### src/rtl/dacbe_pkg.sv
// Purpose: constants and types for the dual-channel converter digital back-end
// Assumes: 32-bit apb register access, one aligned word per register
// Notes: register offsets are byte addresses
// Contract
// - two channels, 16-bit sample codes each
// - codes map linearly, two's complement to current
// - most negative code steers all current negative
// - thermometer upper and middle, binary low bits
// - mixing randomizes thermometer segment selection
// - rate and activity control mixing shifts
// - activity select 1 reduced, 0 normal
// - dither adds one of eight values, cancelled
// - widened datapath keeps full 16-bit range
// - dither rate sets how often value changes
// - per-channel offset, index 0 a, 1 b
// - dither on: offset saturated to plus/minus 128
// - dither off: offset saturated to plus/minus 3968
// - coarse 0-15, fine 0-63, shared doubling
// - encoder runs at one sixteenth, sysref aligned
// - 64b/66b: K equals 256*E/F
// - dual-edge mode presents two samples per clock; the code presents one per clock, alternating between the pair
package dacbe_pkg;
  localparam int unsigned DACBE_SAMPLE_W = 16;
  localparam int unsigned DACBE_WIDE_W = 18;
  localparam int unsigned DACBE_OFS_W = 16;
  localparam int unsigned DACBE_MSB_BITS = 4;
  localparam int unsigned DACBE_MID_BITS = 4;
  localparam int unsigned DACBE_LSB_BITS = 8;
  localparam int unsigned DACBE_MSB_SEGS = 16;
  localparam int unsigned DACBE_MID_SEGS = 16;
  localparam int unsigned DACBE_DITH_W = 3;
  localparam int unsigned DACBE_RATE_W = 4;
  localparam int unsigned DACBE_DIV = 16;
  localparam int unsigned DACBE_DIV_W = 4;
  localparam logic signed [DACBE_OFS_W-1:0] DACBE_OFS_LIM_DITH = 16'sh0080;
  localparam logic signed [DACBE_OFS_W-1:0] DACBE_OFS_LIM_NODITH = 16'sh0f80;
  localparam logic [DACBE_DIV_W-1:0] DACBE_DIV_LAST = 4'hf;
  localparam logic [15:0] DACBE_LFSR_SEED = 16'hace1;
  localparam logic [15:0] DACBE_LFSR_TAPS = 16'hb400;
  localparam logic [11:0] DACBE_ADDR_CTRL = 12'h000;
  localparam logic [11:0] DACBE_ADDR_OFS_A = 12'h004;
  localparam logic [11:0] DACBE_ADDR_OFS_B = 12'h008;
  localparam logic [11:0] DACBE_ADDR_RATE = 12'h00c;
  localparam logic [11:0] DACBE_ADDR_CUR = 12'h010;
  localparam logic [11:0] DACBE_ADDR_STAT = 12'h014;
  localparam int unsigned DACBE_CTRL_MIX_EN = 0;
  localparam int unsigned DACBE_CTRL_DITH_EN = 1;
  localparam int unsigned DACBE_CTRL_ACT = 2;
  localparam int unsigned DACBE_CTRL_DES = 3;
  localparam int unsigned DACBE_CTRL_SYNTH = 4;
  localparam int unsigned DACBE_CTRL_W = 5;
  localparam logic [DACBE_CTRL_W-1:0] DACBE_CTRL_RST = 5'h00;
  localparam logic [3:0] DACBE_COARSE_RST = 4'hf;
  localparam logic [5:0] DACBE_FINE_RST = 6'h1f;
  typedef enum logic [1:0] {dacbe_idle_t_v, dacbe_wait_t_v, dacbe_run_t_v} dacbe_sync_t;
endpackage : dacbe_pkg

### src/rtl/dacbe_lane_if.sv
// Purpose: carries one channel's settings and codes between top and lane
// Assumes: single clock domain
// Notes: one instance per channel
interface dacbe_lane_if;
  import dacbe_pkg::*;
  logic [DACBE_SAMPLE_W-1:0] sample;
  logic [DACBE_OFS_W-1:0] offset;
  logic [DACBE_RATE_W-1:0] dith_rate;
  logic [DACBE_RATE_W-1:0] mix_rate;
  logic [15:0] rnd;
  logic enc_tick;
  logic [DACBE_MSB_SEGS-1:0] msb_therm;
  logic [DACBE_MID_SEGS-1:0] mid_therm;
  logic [DACBE_LSB_BITS-1:0] lsb_bin;
  logic [DACBE_DITH_W:0] dith_sw;
  logic sat_flag;
  modport top (output sample, offset, dith_rate, mix_rate, rnd, enc_tick,
               input msb_therm, mid_therm, lsb_bin, dith_sw, sat_flag);
  modport lane (input sample, offset, dith_rate, mix_rate, rnd, enc_tick,
                output msb_therm, mid_therm, lsb_bin, dith_sw, sat_flag);
endinterface : dacbe_lane_if

### src/rtl/dacbe_lane.sv
// Purpose: one channel: offset, dither, segment encoding with element mixing
// Assumes: shared mode bits arrive as plain ports
// Notes: outputs registered
module dacbe_lane
  import dacbe_pkg::*;
(
  input wire logic clk_in,
  input wire logic sys_rst_in,
  input wire logic mix_en_in,
  input wire logic dith_en_in,
  input wire logic act_sel_in,
  dacbe_lane_if.lane lane
);
  logic [DACBE_RATE_W-1:0] dith_cnt_reg;
  logic [DACBE_RATE_W-1:0] mix_cnt_reg;
  logic [DACBE_DITH_W-1:0] dith_val_reg;
  logic dith_neg_reg;
  logic [3:0] rot_reg;
  logic signed [DACBE_OFS_W-1:0] ofs_sat;
  logic signed [DACBE_OFS_W-1:0] lim;
  logic signed [DACBE_WIDE_W-1:0] wide;
  logic [DACBE_WIDE_W-1:0] ob;
  logic [DACBE_SAMPLE_W-1:0] code;
  logic [DACBE_MSB_SEGS-1:0] msb_raw;
  logic [DACBE_MID_SEGS-1:0] mid_raw;
  logic signed [DACBE_WIDE_W-1:0] dsum;

  always_comb begin
    lim = dith_en_in ? DACBE_OFS_LIM_DITH : DACBE_OFS_LIM_NODITH;
    ofs_sat = $signed(lane.offset);
    if ($signed(lane.offset) > lim) begin
      ofs_sat = lim;
    end else if ($signed(lane.offset) < -lim) begin
      ofs_sat = -lim;
    end
    // two extra bits so offset plus dither never clip the input range
    dsum = dith_neg_reg ? -$signed({15'h0000, dith_val_reg}) : $signed({15'h0000, dith_val_reg});
    wide = $signed({{2{lane.sample[DACBE_SAMPLE_W-1]}}, lane.sample})
      + $signed({{2{ofs_sat[DACBE_OFS_W-1]}}, ofs_sat})
      + (dith_en_in ? dsum : 18'sh00000);
    // offset binary: -32768 -> all zero, all current to negative leg
    ob = wide + 18'sh08000;
    code = ob[DACBE_WIDE_W-1] ? 16'h0000 : (ob[DACBE_SAMPLE_W] ? 16'hffff : ob[15:0]);
    msb_raw = '0;
    mid_raw = '0;
    for (int i = 0; i < DACBE_MSB_SEGS - 1; i++) begin
      msb_raw[i] = (i < code[15:12]);
      mid_raw[i] = (i < code[11:8]);
    end
  end

  // dither value refresh; rate 0 changes every cycle
  always_ff @(posedge clk_in) begin
    if (sys_rst_in) begin
      dith_cnt_reg <= '0;
      dith_val_reg <= '0;
      dith_neg_reg <= 1'b0;
    end else if (dith_cnt_reg >= lane.dith_rate) begin
      dith_cnt_reg <= '0;
      dith_val_reg <= lane.rnd[2:0];
      dith_neg_reg <= lane.rnd[3];
    end else begin
      dith_cnt_reg <= dith_cnt_reg + 4'h1;
    end
  end

  // rotation moves only on the encoder tick; reduced activity follows data
  always_ff @(posedge clk_in) begin
    if (sys_rst_in) begin
      mix_cnt_reg <= '0;
      rot_reg <= '0;
    end else if (lane.enc_tick) begin
      if (mix_cnt_reg >= lane.mix_rate) begin
        mix_cnt_reg <= '0;
        rot_reg <= act_sel_in ? (rot_reg ^ code[11:8]) : lane.rnd[7:4];
      end else begin
        mix_cnt_reg <= mix_cnt_reg + 4'h1;
      end
    end
  end

  always_ff @(posedge clk_in) begin
    if (sys_rst_in) begin
      lane.msb_therm <= '0;
      lane.mid_therm <= '0;
      lane.lsb_bin <= '0;
      lane.dith_sw <= '0;
      lane.sat_flag <= 1'b0;
    end else begin
      lane.msb_therm <= mix_en_in ? ((msb_raw << rot_reg) | (msb_raw >> (5'd16 - {1'b0, rot_reg})))
        : msb_raw;
      lane.mid_therm <= mix_en_in ? ((mid_raw << rot_reg) | (mid_raw >> (5'd16 - {1'b0, rot_reg})))
        : mid_raw;
      lane.lsb_bin <= code[7:0];
      lane.dith_sw <= dith_en_in ? {dith_neg_reg, dith_val_reg} : 4'h0;
      lane.sat_flag <= (ofs_sat != $signed(lane.offset));
    end
  end
endmodule : dacbe_lane

### src/rtl/dacbe_top.sv
// Purpose: dual-channel converter back-end with apb register file
// Assumes: sysref_in synchronous to clk_in; two clks per sample pair in dual-edge
// Notes: segment outputs drive the current-steering array
module dacbe_top
  import dacbe_pkg::*;
(
  input wire logic clk_in,
  input wire logic sys_rst_in,
  input wire logic psel_in,
  input wire logic penable_in,
  input wire logic pwrite_in,
  input wire logic [11:0] paddr_in,
  input wire logic [31:0] pwdata_in,
  output logic [31:0] prdata_out,
  output logic pready_out,
  output logic pslverr_out,
  input wire logic sysref_in,
  input wire logic [DACBE_SAMPLE_W-1:0] sample_a_in,
  input wire logic [DACBE_SAMPLE_W-1:0] sample_b_in,
  input wire logic [DACBE_SAMPLE_W-1:0] sample_a2_in,
  input wire logic [DACBE_SAMPLE_W-1:0] sample_b2_in,
  output logic [DACBE_MSB_SEGS-1:0] msb_a_out,
  output logic [DACBE_MID_SEGS-1:0] mid_a_out,
  output logic [DACBE_LSB_BITS-1:0] lsb_a_out,
  output logic [DACBE_DITH_W:0] dith_a_out,
  output logic [DACBE_MSB_SEGS-1:0] msb_b_out,
  output logic [DACBE_MID_SEGS-1:0] mid_b_out,
  output logic [DACBE_LSB_BITS-1:0] lsb_b_out,
  output logic [DACBE_DITH_W:0] dith_b_out,
  output logic edge_phase_out,
  output logic enc_tick_out,
  output logic [3:0] coarse_current_chan_a_out,
  output logic [3:0] coarse_current_chan_b_out,
  output logic [5:0] fine_current_chan_a_out,
  output logic [5:0] fine_current_chan_b_out,
  output logic current_double_enable_out,
  output logic synth_mode_enable_out
);
  logic [DACBE_CTRL_W-1:0] ctrl_reg;
  logic [DACBE_OFS_W-1:0] channel_offset_value_reg [2];
  logic [4*DACBE_RATE_W-1:0] rate_reg;
  logic [20:0] cur_reg;
  logic [15:0] lfsr_reg;
  logic [DACBE_DIV_W-1:0] div_reg;
  logic sysref_d_reg;
  logic [1:0] sat_sticky_reg;
  logic edge_reg;
  logic wr_en;
  logic rd_hit;
  logic mix_en;
  logic dith_en;
  dacbe_lane_if lane_a ();
  dacbe_lane_if lane_b ();

  assign mix_en = ctrl_reg[DACBE_CTRL_MIX_EN];
  assign dith_en = ctrl_reg[DACBE_CTRL_DITH_EN];
  assign pready_out = 1'b1;
  assign wr_en = psel_in && penable_in && pwrite_in;

  always_comb begin
    rd_hit = 1'b1;
    case (paddr_in)
      DACBE_ADDR_CTRL: prdata_out = {27'h0000000, ctrl_reg};
      DACBE_ADDR_OFS_A: prdata_out = {16'h0000, channel_offset_value_reg[0]};
      DACBE_ADDR_OFS_B: prdata_out = {16'h0000, channel_offset_value_reg[1]};
      DACBE_ADDR_RATE: prdata_out = {16'h0000, rate_reg};
      DACBE_ADDR_CUR: prdata_out = {11'h000, cur_reg};
      DACBE_ADDR_STAT: prdata_out = {26'h0000000, sat_sticky_reg, div_reg};
      default: begin
        prdata_out = 32'h00000000;
        rd_hit = 1'b0;
      end
    endcase
    pslverr_out = psel_in && penable_in && !rd_hit;
  end

  // apb writes; unmapped address answers pslverr
  always_ff @(posedge clk_in) begin
    if (sys_rst_in) begin
      ctrl_reg <= DACBE_CTRL_RST;
      channel_offset_value_reg[0] <= '0;
      channel_offset_value_reg[1] <= '0;
      rate_reg <= '0;
      cur_reg <= {1'b0, DACBE_FINE_RST, DACBE_FINE_RST, DACBE_COARSE_RST, DACBE_COARSE_RST};
    end else if (wr_en) begin
      case (paddr_in)
        DACBE_ADDR_CTRL: ctrl_reg <= pwdata_in[DACBE_CTRL_W-1:0];
        DACBE_ADDR_OFS_A: channel_offset_value_reg[0] <= pwdata_in[15:0];
        DACBE_ADDR_OFS_B: channel_offset_value_reg[1] <= pwdata_in[15:0];
        DACBE_ADDR_RATE: rate_reg <= pwdata_in[15:0];
        DACBE_ADDR_CUR: cur_reg <= pwdata_in[20:0];
        default: ;
      endcase
    end
  end

  // saturation status; set wins over the write-one clear
  always_ff @(posedge clk_in) begin
    if (sys_rst_in) begin
      sat_sticky_reg <= '0;
    end else begin
      sat_sticky_reg <= (sat_sticky_reg & ~((wr_en && paddr_in == DACBE_ADDR_STAT) ?
        pwdata_in[5:4] : 2'b00)) | {lane_b.sat_flag, lane_a.sat_flag};
    end
  end

  // divide-by-16 encoder phase, restarted by each sysref rising edge
  // any period the source keeps as a multiple of 16 leaves the phase unmoved
  always_ff @(posedge clk_in) begin
    if (sys_rst_in) begin
      sysref_d_reg <= 1'b0;
      div_reg <= '0;
    end else begin
      sysref_d_reg <= sysref_in;
      div_reg <= (sysref_in && !sysref_d_reg) ? 4'h1 : div_reg + 4'h1;
    end
  end
  assign enc_tick_out = (div_reg == DACBE_DIV_LAST);

  always_ff @(posedge clk_in) begin
    if (sys_rst_in) begin
      lfsr_reg <= DACBE_LFSR_SEED;
    end else begin
      lfsr_reg <= {lfsr_reg[14:0], ^(lfsr_reg & DACBE_LFSR_TAPS)};
    end
  end

  // dual-edge: lane alternates between the two interpolated samples
  always_ff @(posedge clk_in) begin
    if (sys_rst_in) begin
      edge_reg <= 1'b0;
    end else begin
      edge_reg <= ctrl_reg[DACBE_CTRL_DES] ? !edge_reg : 1'b0;
    end
  end
  assign edge_phase_out = edge_reg;

  assign lane_a.sample = edge_reg ? sample_a2_in : sample_a_in;
  assign lane_b.sample = edge_reg ? sample_b2_in : sample_b_in;
  assign lane_a.offset = channel_offset_value_reg[0];
  assign lane_b.offset = channel_offset_value_reg[1];
  assign lane_a.dith_rate = rate_reg[3:0];
  assign lane_b.dith_rate = rate_reg[7:4];
  assign lane_a.mix_rate = rate_reg[11:8];
  assign lane_b.mix_rate = rate_reg[15:12];
  assign lane_a.rnd = lfsr_reg;
  assign lane_b.rnd = {lfsr_reg[7:0], lfsr_reg[15:8]};
  assign lane_a.enc_tick = enc_tick_out;
  assign lane_b.enc_tick = enc_tick_out;

  dacbe_lane u_lane_a (
    .clk_in(clk_in),
    .sys_rst_in(sys_rst_in),
    .mix_en_in(mix_en),
    .dith_en_in(dith_en),
    .act_sel_in(ctrl_reg[DACBE_CTRL_ACT]),
    .lane(lane_a)
  );
  dacbe_lane u_lane_b (
    .clk_in(clk_in),
    .sys_rst_in(sys_rst_in),
    .mix_en_in(mix_en),
    .dith_en_in(dith_en),
    .act_sel_in(ctrl_reg[DACBE_CTRL_ACT]),
    .lane(lane_b)
  );

  assign msb_a_out = lane_a.msb_therm;
  assign mid_a_out = lane_a.mid_therm;
  assign lsb_a_out = lane_a.lsb_bin;
  assign dith_a_out = lane_a.dith_sw;
  assign msb_b_out = lane_b.msb_therm;
  assign mid_b_out = lane_b.mid_therm;
  assign lsb_b_out = lane_b.lsb_bin;
  assign dith_b_out = lane_b.dith_sw;
  assign coarse_current_chan_a_out = cur_reg[3:0];
  assign coarse_current_chan_b_out = cur_reg[7:4];
  assign fine_current_chan_a_out = cur_reg[13:8];
  assign fine_current_chan_b_out = cur_reg[19:14];
  assign current_double_enable_out = cur_reg[20];
  assign synth_mode_enable_out = ctrl_reg[DACBE_CTRL_SYNTH];
endmodule : dacbe_top

### config.mk
export PLATFORM = sky130hd
export DESIGN_NAME = dacbe_top
export DESIGN_NICKNAME = d
export VERILOG_FILES = /design/src/rtl/dacbe_pkg.sv /design/src/rtl/dacbe_lane_if.sv /design/src/rtl/dacbe_lane.sv /design/src/rtl/dacbe_top.sv
export SDC_FILE = /design/constraint.sdc
export NUM_CORES = 1
export LEC_CHECK = 0
export BUFFER_PORTS_ARGS = -buffer_cell sky130_fd_sc_hd__buf_2
export CAP_MARGIN = 20
export CORE_AREA = 10 10 216 259
export CTS_CLUSTER_DIAMETER = 50
export DETAILED_ROUTE_END_ITERATION = 6
export DIE_AREA = 0 0 226 269
export HOLD_SLACK_MARGIN = 0.08
export PLACE_DENSITY = 0.63
export SYNTH_ARGS = -nofsm -noshare
export SYNTH_HDL_FRONTEND = slang
export SYNTH_SLANG_ARGS = --single-unit
### constraint.sdc
create_clock -name clk_in -period 11.7 [get_ports clk_in]
set_input_delay 1.17 -clock clk_in [delete_from_list [all_inputs] [get_ports clk_in]]
set_output_delay 1.17 -clock clk_in [all_outputs]
set_load 0.02 [all_outputs]
==> summary.md, run 1 <==
| Metric | Value |
|---|---|
| Row count | between 90 and 100 |
| Max Slew Vio Count | 0 |
| Synth top area cells | dfxtp_1 19%, ha_1 8.9%, a21oi_1 5.7% |
| Worst Max-Slew Pin Slew | 1.24 ns |
| Ports | 260 |
| Most frequent CP cell | a21oi_1 |
| Starting Density | 0.394 |
| Die area | between 60000 and 70000 µm² |
| Total power | between 3 and 4 mW |
| Routed wire per std cell | 24.1 µm |
| First-pass GRT wire length | ~130000 µm |
| H-tree Lvls | 1 |
| FF-to-FF End | u_lane_a.lane.msb_therm[12]$_SDFF_PP0_ |
| Clk sinks | 220 |
| Setup-failing EPs final | 0 |
| IR drop worst, VDD | 112 µV |
| Post-synthesis sequential area ratio | 0.236 |
| Peak Freq | 0.107 GHz |
| Pin count of the biggest net entering global routing | 76 |
| Port Buffers | 236 |
| Final worst slack | 2.35 ns |
| Min-Delay Startpoint | u_lane_b.lane.sat_flag$_SDFF_PP0_ |
| Area Overhead vs Synth | 12.4% |
| Worst-path clk slew | 0.06 ns |
| Max_cap viols | 0 |
| Max reg flops | 32 |
| Register-to-Register Setup Slack | 2.35 ns |
| RD Place Congestion | 0.997 |
| DPL Wire Length | 61000 µm |
| Die W | 226 µm |
| Synth async-reset ratio | 0 |
| Number of synthesized flops with an enable pin | 32 |
| Status | finished, final reports clean |
| Most used DFF post-synth | dfxtp_1 |
| Worst path slowest cell | a21oi_1 |
| CTS resizes | 0 |
| Leading area contributor after synthesis | dfxtp_1 |
| Warning count from the yosys run | 0 |
| Total GRT Usage | 0.258 |
| Worst Path Max Fanout | 21 |
| Distinct cells, synth | approximately 110 |
| Syn Area/Cell | 7.71 µm² |
| Hold Crit Class | register to register |
| Clock Power Share | 0.224 |
| # DRC | 0 |
| FF+latch count, synth | 220 |
| Synthesized area | 20100 µm² |
| Tcrit/Tclk final | 0.799 |
| Core Area | between 50000 and 60000 µm² |
| Reg-to-reg critical path startpoint | channel_offset_value_reg[0][8]$_DFFE_PP_ |
| Kind of launch point of the worst setup path | register |
| Switching portion of total power | 0.472 |
| Antenna Violating Nets Remaining | 0 |
| Initial antenna violation count | 1 |
| Setup TNS | 0 ns |
| Crit path kind | register to register |
| Synth Instances | between 2000 and 3000 |
| Clock Skew | 0.0295 ns |
| CP required | 12.10 ns |
| Int Pwr | 1.90 mW |
| CP Capture Type | register |
| Share of the synthesized area in the top cell type | 0.188 |
| Final Hold Vio Count | 0 |
| Setup Fix Bufs, Post-CTS | 0 |
| Power per Cell Area | 159 nW/µm² |
| Flop pwr share | 0.246 |
| Slew margin rel. | 0.168 |
| Leakage | 8.96 nW |
| Die height | 269 µm |
| CTS buffer count | 27 |
| Clock Path Buffers | 3 |
| Vias in the first global route | between 20000 and 25000 |
| # fillers | 5149 |
| Switching pwr | 1.69 mW |
| Hold Path Sink | sat_sticky_reg[1]$_SDFF_PP0_ |
| Grt ovf | 0 |
| Routed vias/inst | 6.48 |
| Reg2reg path depth | 34 |
| Nets | 2997 |
| CTS tree | done |
| First-pass DRT Iterations | 6 |
| Crit path time final | ~9.3 ns |
| Routed WL | 82000 µm |
| Layout Utilization | 0.443 |
| Hold-fix buffers at CTS | 0 |
| DRT iter0 DRCs | between 2000 and 2500 |
| Hold depth | 2 |
| CP Data Arrival Time | 9.75 ns |
| Via count | 22091 |
| RSZ-0062 raised after global routing | false |
| Root Driver | clkbuf_16 |
| Largest stage delay, worst path | 0.61 ns |
| Place WS | 2.61 ns |
| Worst skew pair latency | just under 0.6 ns |
| Share of cells above drive strength 1 | 0.162 |
| Comb pwr share | 0.530 |
-- through the flow --
stage | hold WS (ns) | instance area (µm²) | instances
after global placement | 0.429 | 21700 | 3356
after global routing | 0.460 | 22600 | 3407
after floorplan | 0.411 | 20100 | 2610
final | 0.443 | 22600 | 3408
after CTS | 0.446 | 22500 | 3406
after detailed placement | 0.432 | 21700 | 3357
-- per-layer routing --
layer / up-vias / global-route usage / wire length, µm
met4: 0 / 0.126 / 4000
met3: 218 / 0.0561 / 8330
li1: 10104 / - / -
met2: 1307 / 0.408 / 36400
met1: 10462 / 0.327 / 33200
met5: - / 0 / 0
-- worst max path at each step --
stage                     slack (ns)  cells after the start                                startpoint                                endpoint
after floorplan                 3.49                     40                  ctrl_reg[1]$_SDFFE_PP0P_   u_lane_b.lane.mid_therm[0]$_SDFF_PP0_
after global placement          2.78                     32  channel_offset_value_reg[0][8]$_DFFE_PP_   u_lane_a.lane.mid_therm[2]$_SDFF_PP0_
after detailed placement        2.61                     34  channel_offset_value_reg[0][8]$_DFFE_PP_  u_lane_a.lane.msb_therm[10]$_SDFF_PP0_
after CTS                       2.52                     34  channel_offset_value_reg[0][8]$_DFFE_PP_  u_lane_a.lane.msb_therm[10]$_SDFF_PP0_
after global routing            1.72                     34  channel_offset_value_reg[0][8]$_DFFE_PP_  u_lane_a.lane.msb_therm[10]$_SDFF_PP0_
final                           2.35                     34  channel_offset_value_reg[0][8]$_DFFE_PP_  u_lane_a.lane.msb_therm[12]$_SDFF_PP0_
-- cells by family after synthesis --
| logic type | count (synthesis) | synth area share |
|---|---|---|
| and+or+nand+nor | 889 | 0.214 |
| other | 2 | 0.000374 |
| buffers and inverters | 270 | 0.0571 |
| adders and majority gates | 152 | 0.0957 |
| DFF | 220 | 0.236 |
| xor gates and xnor gates | 81 | 0.0368 |
| AOI/OAI and AO/OA | 917 | 0.324 |
| muxes | 69 | 0.0366 |
-- worst max-delay path, delay by kind of cell (launching register included) --
kind	cells	cell delay (ns)
flip-flops	1	0.55
adder cells (fa/ha/maj)	4	1.44
buffers and inverters	3	0.32
AND/OR/NAND/NOR	8	2.37
AO/OA/AOI/OAI	19	4.49
-- layout by cell type, fill, tap and decap left out, types with 57 or more instances in the layout --
cell,n
a21oi_1,229
nand2_1,212
ha_1,143
o21ai_0,107
nor3_1,92
nor2_1,234
dfxtp_1,185
inv_1,74
a21o_1,57
nand3_1,83
buf_2,235
-- power by group through the flow --
stage               combinational (mW)  clock, mW  sequential, mW
floorplan                         1.17          0           0.982
global placement                  1.83          0           0.899
detailed placement                1.82          0           0.901
CTS                               1.83      0.829           0.885
global route                      2.02      0.860           0.893
finish                            1.90      0.803           0.884
-- final cells by class --
cell class	instances	area [µm²]	area share
diodes	1	2.50	0.000111
inverters	80	300	0.0133
repair buffers	287	1580	0.0700
clock inverters	12	97.6	0.00433
well taps	651	815	0.0361
multi-input cells	2120	14300	0.633
clock buffers	37	763	0.0338
flip-flops and latches	220	4730	0.210
-- cells in the mapped netlist, drive strengths merged (10+ instances only) --
| master | count |
|---|---|
| nand3 | 83 |
| edfxtp | 32 |
| buf | 69 |
| nor3 | 93 |
| or3 | 18 |
| mux2i | 35 |
| nor2 | 241 |
| and3 | 31 |
| nand4 | 29 |
| nand2 | 213 |
| o211ai | 34 |
| a211o | 31 |
| o21ai | 130 |
| o2111ai | 12 |
| a31oi | 46 |
| a21o | 57 |
| a211oi | 37 |
| o22ai | 22 |
| o31a | 11 |
| and2 | 51 |
| a21oi | 233 |
| o311ai | 10 |
| o21bai | 14 |
| o31ai | 22 |
| a32oi | 10 |
| nor2b | 35 |
| o21a | 27 |
| xnor2 | 51 |
| a221oi | 25 |
| a311oi | 33 |
| o221ai | 15 |
| nand2b | 33 |
| xor2 | 29 |
| dfxtp | 188 |
| or2 | 21 |
| ha | 143 |
| clkbuf | 121 |
| a221o | 19 |
| nor4 | 20 |
| inv | 76 |
| a2111oi | 14 |
| mux2 | 34 |
| a22oi | 20 |
Power figures use the tool's default switching activity.
==> run 2: changes to the inputs <==
- PLACE_DENSITY: 0.63 -> 0.65
- clock period: 11.7 -> 7.7 ns (I/O delays scaled with it)
==> run 2 against run 1 <==
Against the previous run:
- the run now ends with design-rule violations left
- clock power rose by 58%
- total power rose by 71%
- critical path depth rose by 1
- fmax rose by 27%
- worst setup slack got worse by 2.0 ns
- final cell count rose by 4.7%
- critical path type unchanged
- clock skew rose by 0.0086 ns
- utilization rose by 4.0 points
- count of clock-buffer cells in the layout rose by 1
- sequential power rose by 52%
- worst hold slack got worse by 0.039 ns
==> summary.md, run 2 (synthesis results as in run 1) <==
| Metric | Value |
|---|---|
| Leakage | approximately 10 nW |
| H-tree Lvls | 1 |
| Die height | between 200 and 300 µm |
| Worst Path Max Fanout | 10 |
| RD Place Congestion | 1.00 |
| Clock Path Buffers | 3 |
| Initial antenna violation count | 0 |
| Core Area | between 50000 and 60000 µm² |
| Port Buffers | around 240 |
| Crit path kind | register to register |
| Place WS | -0.126 ns |
| CTS tree | done |
| Peak Freq | 0.136 GHz |
| CP Capture Type | register |
| # fillers | 5001 |
| Die area | 60800 µm² |
| Setup-failing EPs final | 0 |
| Share of cells above drive strength 1 | 0.242 |
| Pin count of the biggest net entering global routing | 78 |
| Hold Crit Class | input port to register |
| Most common library cell in the layout ignoring fill and taps | buf_2 |
| Final Hold Vio Count | 0 |
| Routed vias/inst | roughly 6.3 |
| Tcrit/Tclk final | 0.954 |
| Failing checks | design-rule violations |
| Worst Max-Slew Pin Slew | roughly 1.1 ns |
| Final worst slack | about 0.35 ns |
| Ports | 260 |
| CP required | between 8 and 9 ns |
| Worst path slowest cell | o41a_4 |
| CP Data Arrival Time | approximately 7.8 ns |
| Hold-fix buffers at CTS | 0 |
| First-pass DRT Iterations | 7 |
| Max Slew Vio Count | 0 |
| Area Overhead vs Synth | 22.6% |
| Crit path time final | 7.35 ns |
| Kind of launch point of the worst setup path | register |
| CTS buffer count | 27 |
| Die W | 226 µm |
| Slew margin rel. | 0.267 |
| Antenna cells | 0 |
| Worst-path clk slew | 0.06 ns |
| IR drop worst, VDD | 196 µV |
| Worst skew pair latency | around 0.59 ns |
| Row count | 91 |
| Starting Density | 0.394 |
| Most frequent CP cell | ha_1 |
| Area of the multi-input gates | 14900 µm² |
| Seq. cell area | around 4700 µm² |
| Via count | 22542 |
| Clock Skew | 0.0381 ns |
| Max reg flops | 32 |
| Status | finished with violations |
| Total GRT Usage | 0.269 |
| Max_cap viols | 0 |
| Largest stage delay, worst path | roughly 0.56 ns |
| DRT iter0 DRCs | 2319 |
| Grt ovf | 0 |
| First-pass GRT wire length | approximately 130000 µm |
| Power per Cell Area | 249 nW/µm² |
| Total power | 6.12 mW |
| # DRC | 1 |
| Routed WL | 86100 µm |
| Routed wire per std cell | between 20 and 25 µm |
| DPL Wire Length | 64800 µm |
| Antenna Violating Nets Remaining | 0 |
| Root Driver | clkbuf_16 |
| Vias in the first global route | 22042 |
| Commonest non-fill, non-tap cells in the layout | 236 x buf_2, 230 x nor2_1, 213 x a21oi_1 |
| Clk sinks | 220 |
| Nets | around 3200 |
run 2: cell count changes in the layout (fill, tap and decap cells not counted), sizes merged:
cell           previous run  this run
clkdlybuf4s15             0         1
clkbuf                   38        39
clkinvlp                  1         3
buf                     286       444
clkinv                   10         8
diode                     1         0
run 2: critical path: cells and delay by family, from the launching register on:
| family | cells | cell delay, ns |
|---|---|---|
| AOI/OAI and AO/OA | 13 | 2.50 |
| adders and majority gates | 6 | 1.77 |
| and+or+nand+nor | 9 | 1.53 |
| buffers and inverters | 6 | 0.78 |
| DFF | 1 | 0.33 |
| xor gates and xnor gates | 1 | 0.29 |
run 2: power by group:
group | total, mW | internal (mW) | switching, mW
clock | 1.27 | 0.724 | 0.544
combinational | 3.51 | 1.32 | 2.20
sequential | 1.34 | 1.29 | 0.0488
run 2: metrics by stage:
stage / utilization / hold WS (ns) / cells / setup TNS, ns / area [µm²]
floorplan: - / 0.411 / 2610 / 0 / 20100
global placement: 0.448 / 0.432 / 3493 / -0.0496 / 22800
detailed placement: 0.448 / 0.429 / 3493 / -0.243 / 22800
CTS: 0.466 / 0.377 / 3543 / -0.0202 / 23700
global route: 0.483 / 0.394 / 3567 / -1.10 / 24600
finish: 0.483 / 0.404 / 3567 / 0 / 24600
run 2: final timing paths:
check	startpoint	to	slack (ns)	depth (start not counted)
worst max-delay path	ctrl_reg[1]$_SDFFE_PP0P_	u_lane_a.lane.mid_therm[1]$_SDFF_PP0_	0.35	35
worst min-delay path	pwdata_in[16]	cur_reg[16]$_SDFFE_PP1P_	0.40	2
worst max register to register	ctrl_reg[1]$_SDFFE_PP0P_	u_lane_a.lane.mid_therm[1]$_SDFF_PP0_	0.35	35
worst min register to register	lane_a.rnd[5]$_SDFF_PP1_	lane_a.rnd[6]$_SDFF_PP1_	0.42	1
run 2: what timing repair did:
item                                    CTS  global route
endpoints found under the hold margin     0             0
pin swaps                                 1            38
endpoints found under the setup margin   11            67
gates cloned                              0             2
buffers inserted                          0            20
resized for setup                         7           134
run 2: per-layer routing:
layer  global-route usage  vias to the layer above  part of all wire
li1                     -                    10382                 -
met1                0.340                    10653              0.41
met2                0.437                     1284              0.45
met3               0.0554                      223             0.095
met4                0.114                        0             0.046
met5                    0                        -                 0
run 2: cell type report:
class | count | share of cell area
clock buffers | 38 | 0.0321
flip-flops and latches | 220 | 0.192
multi-input cells | 2120 | 0.606
repair buffers | 446 | 0.119
well taps | 651 | 0.0331
clock inverters | 12 | 0.00448
inverters | 80 | 0.0122
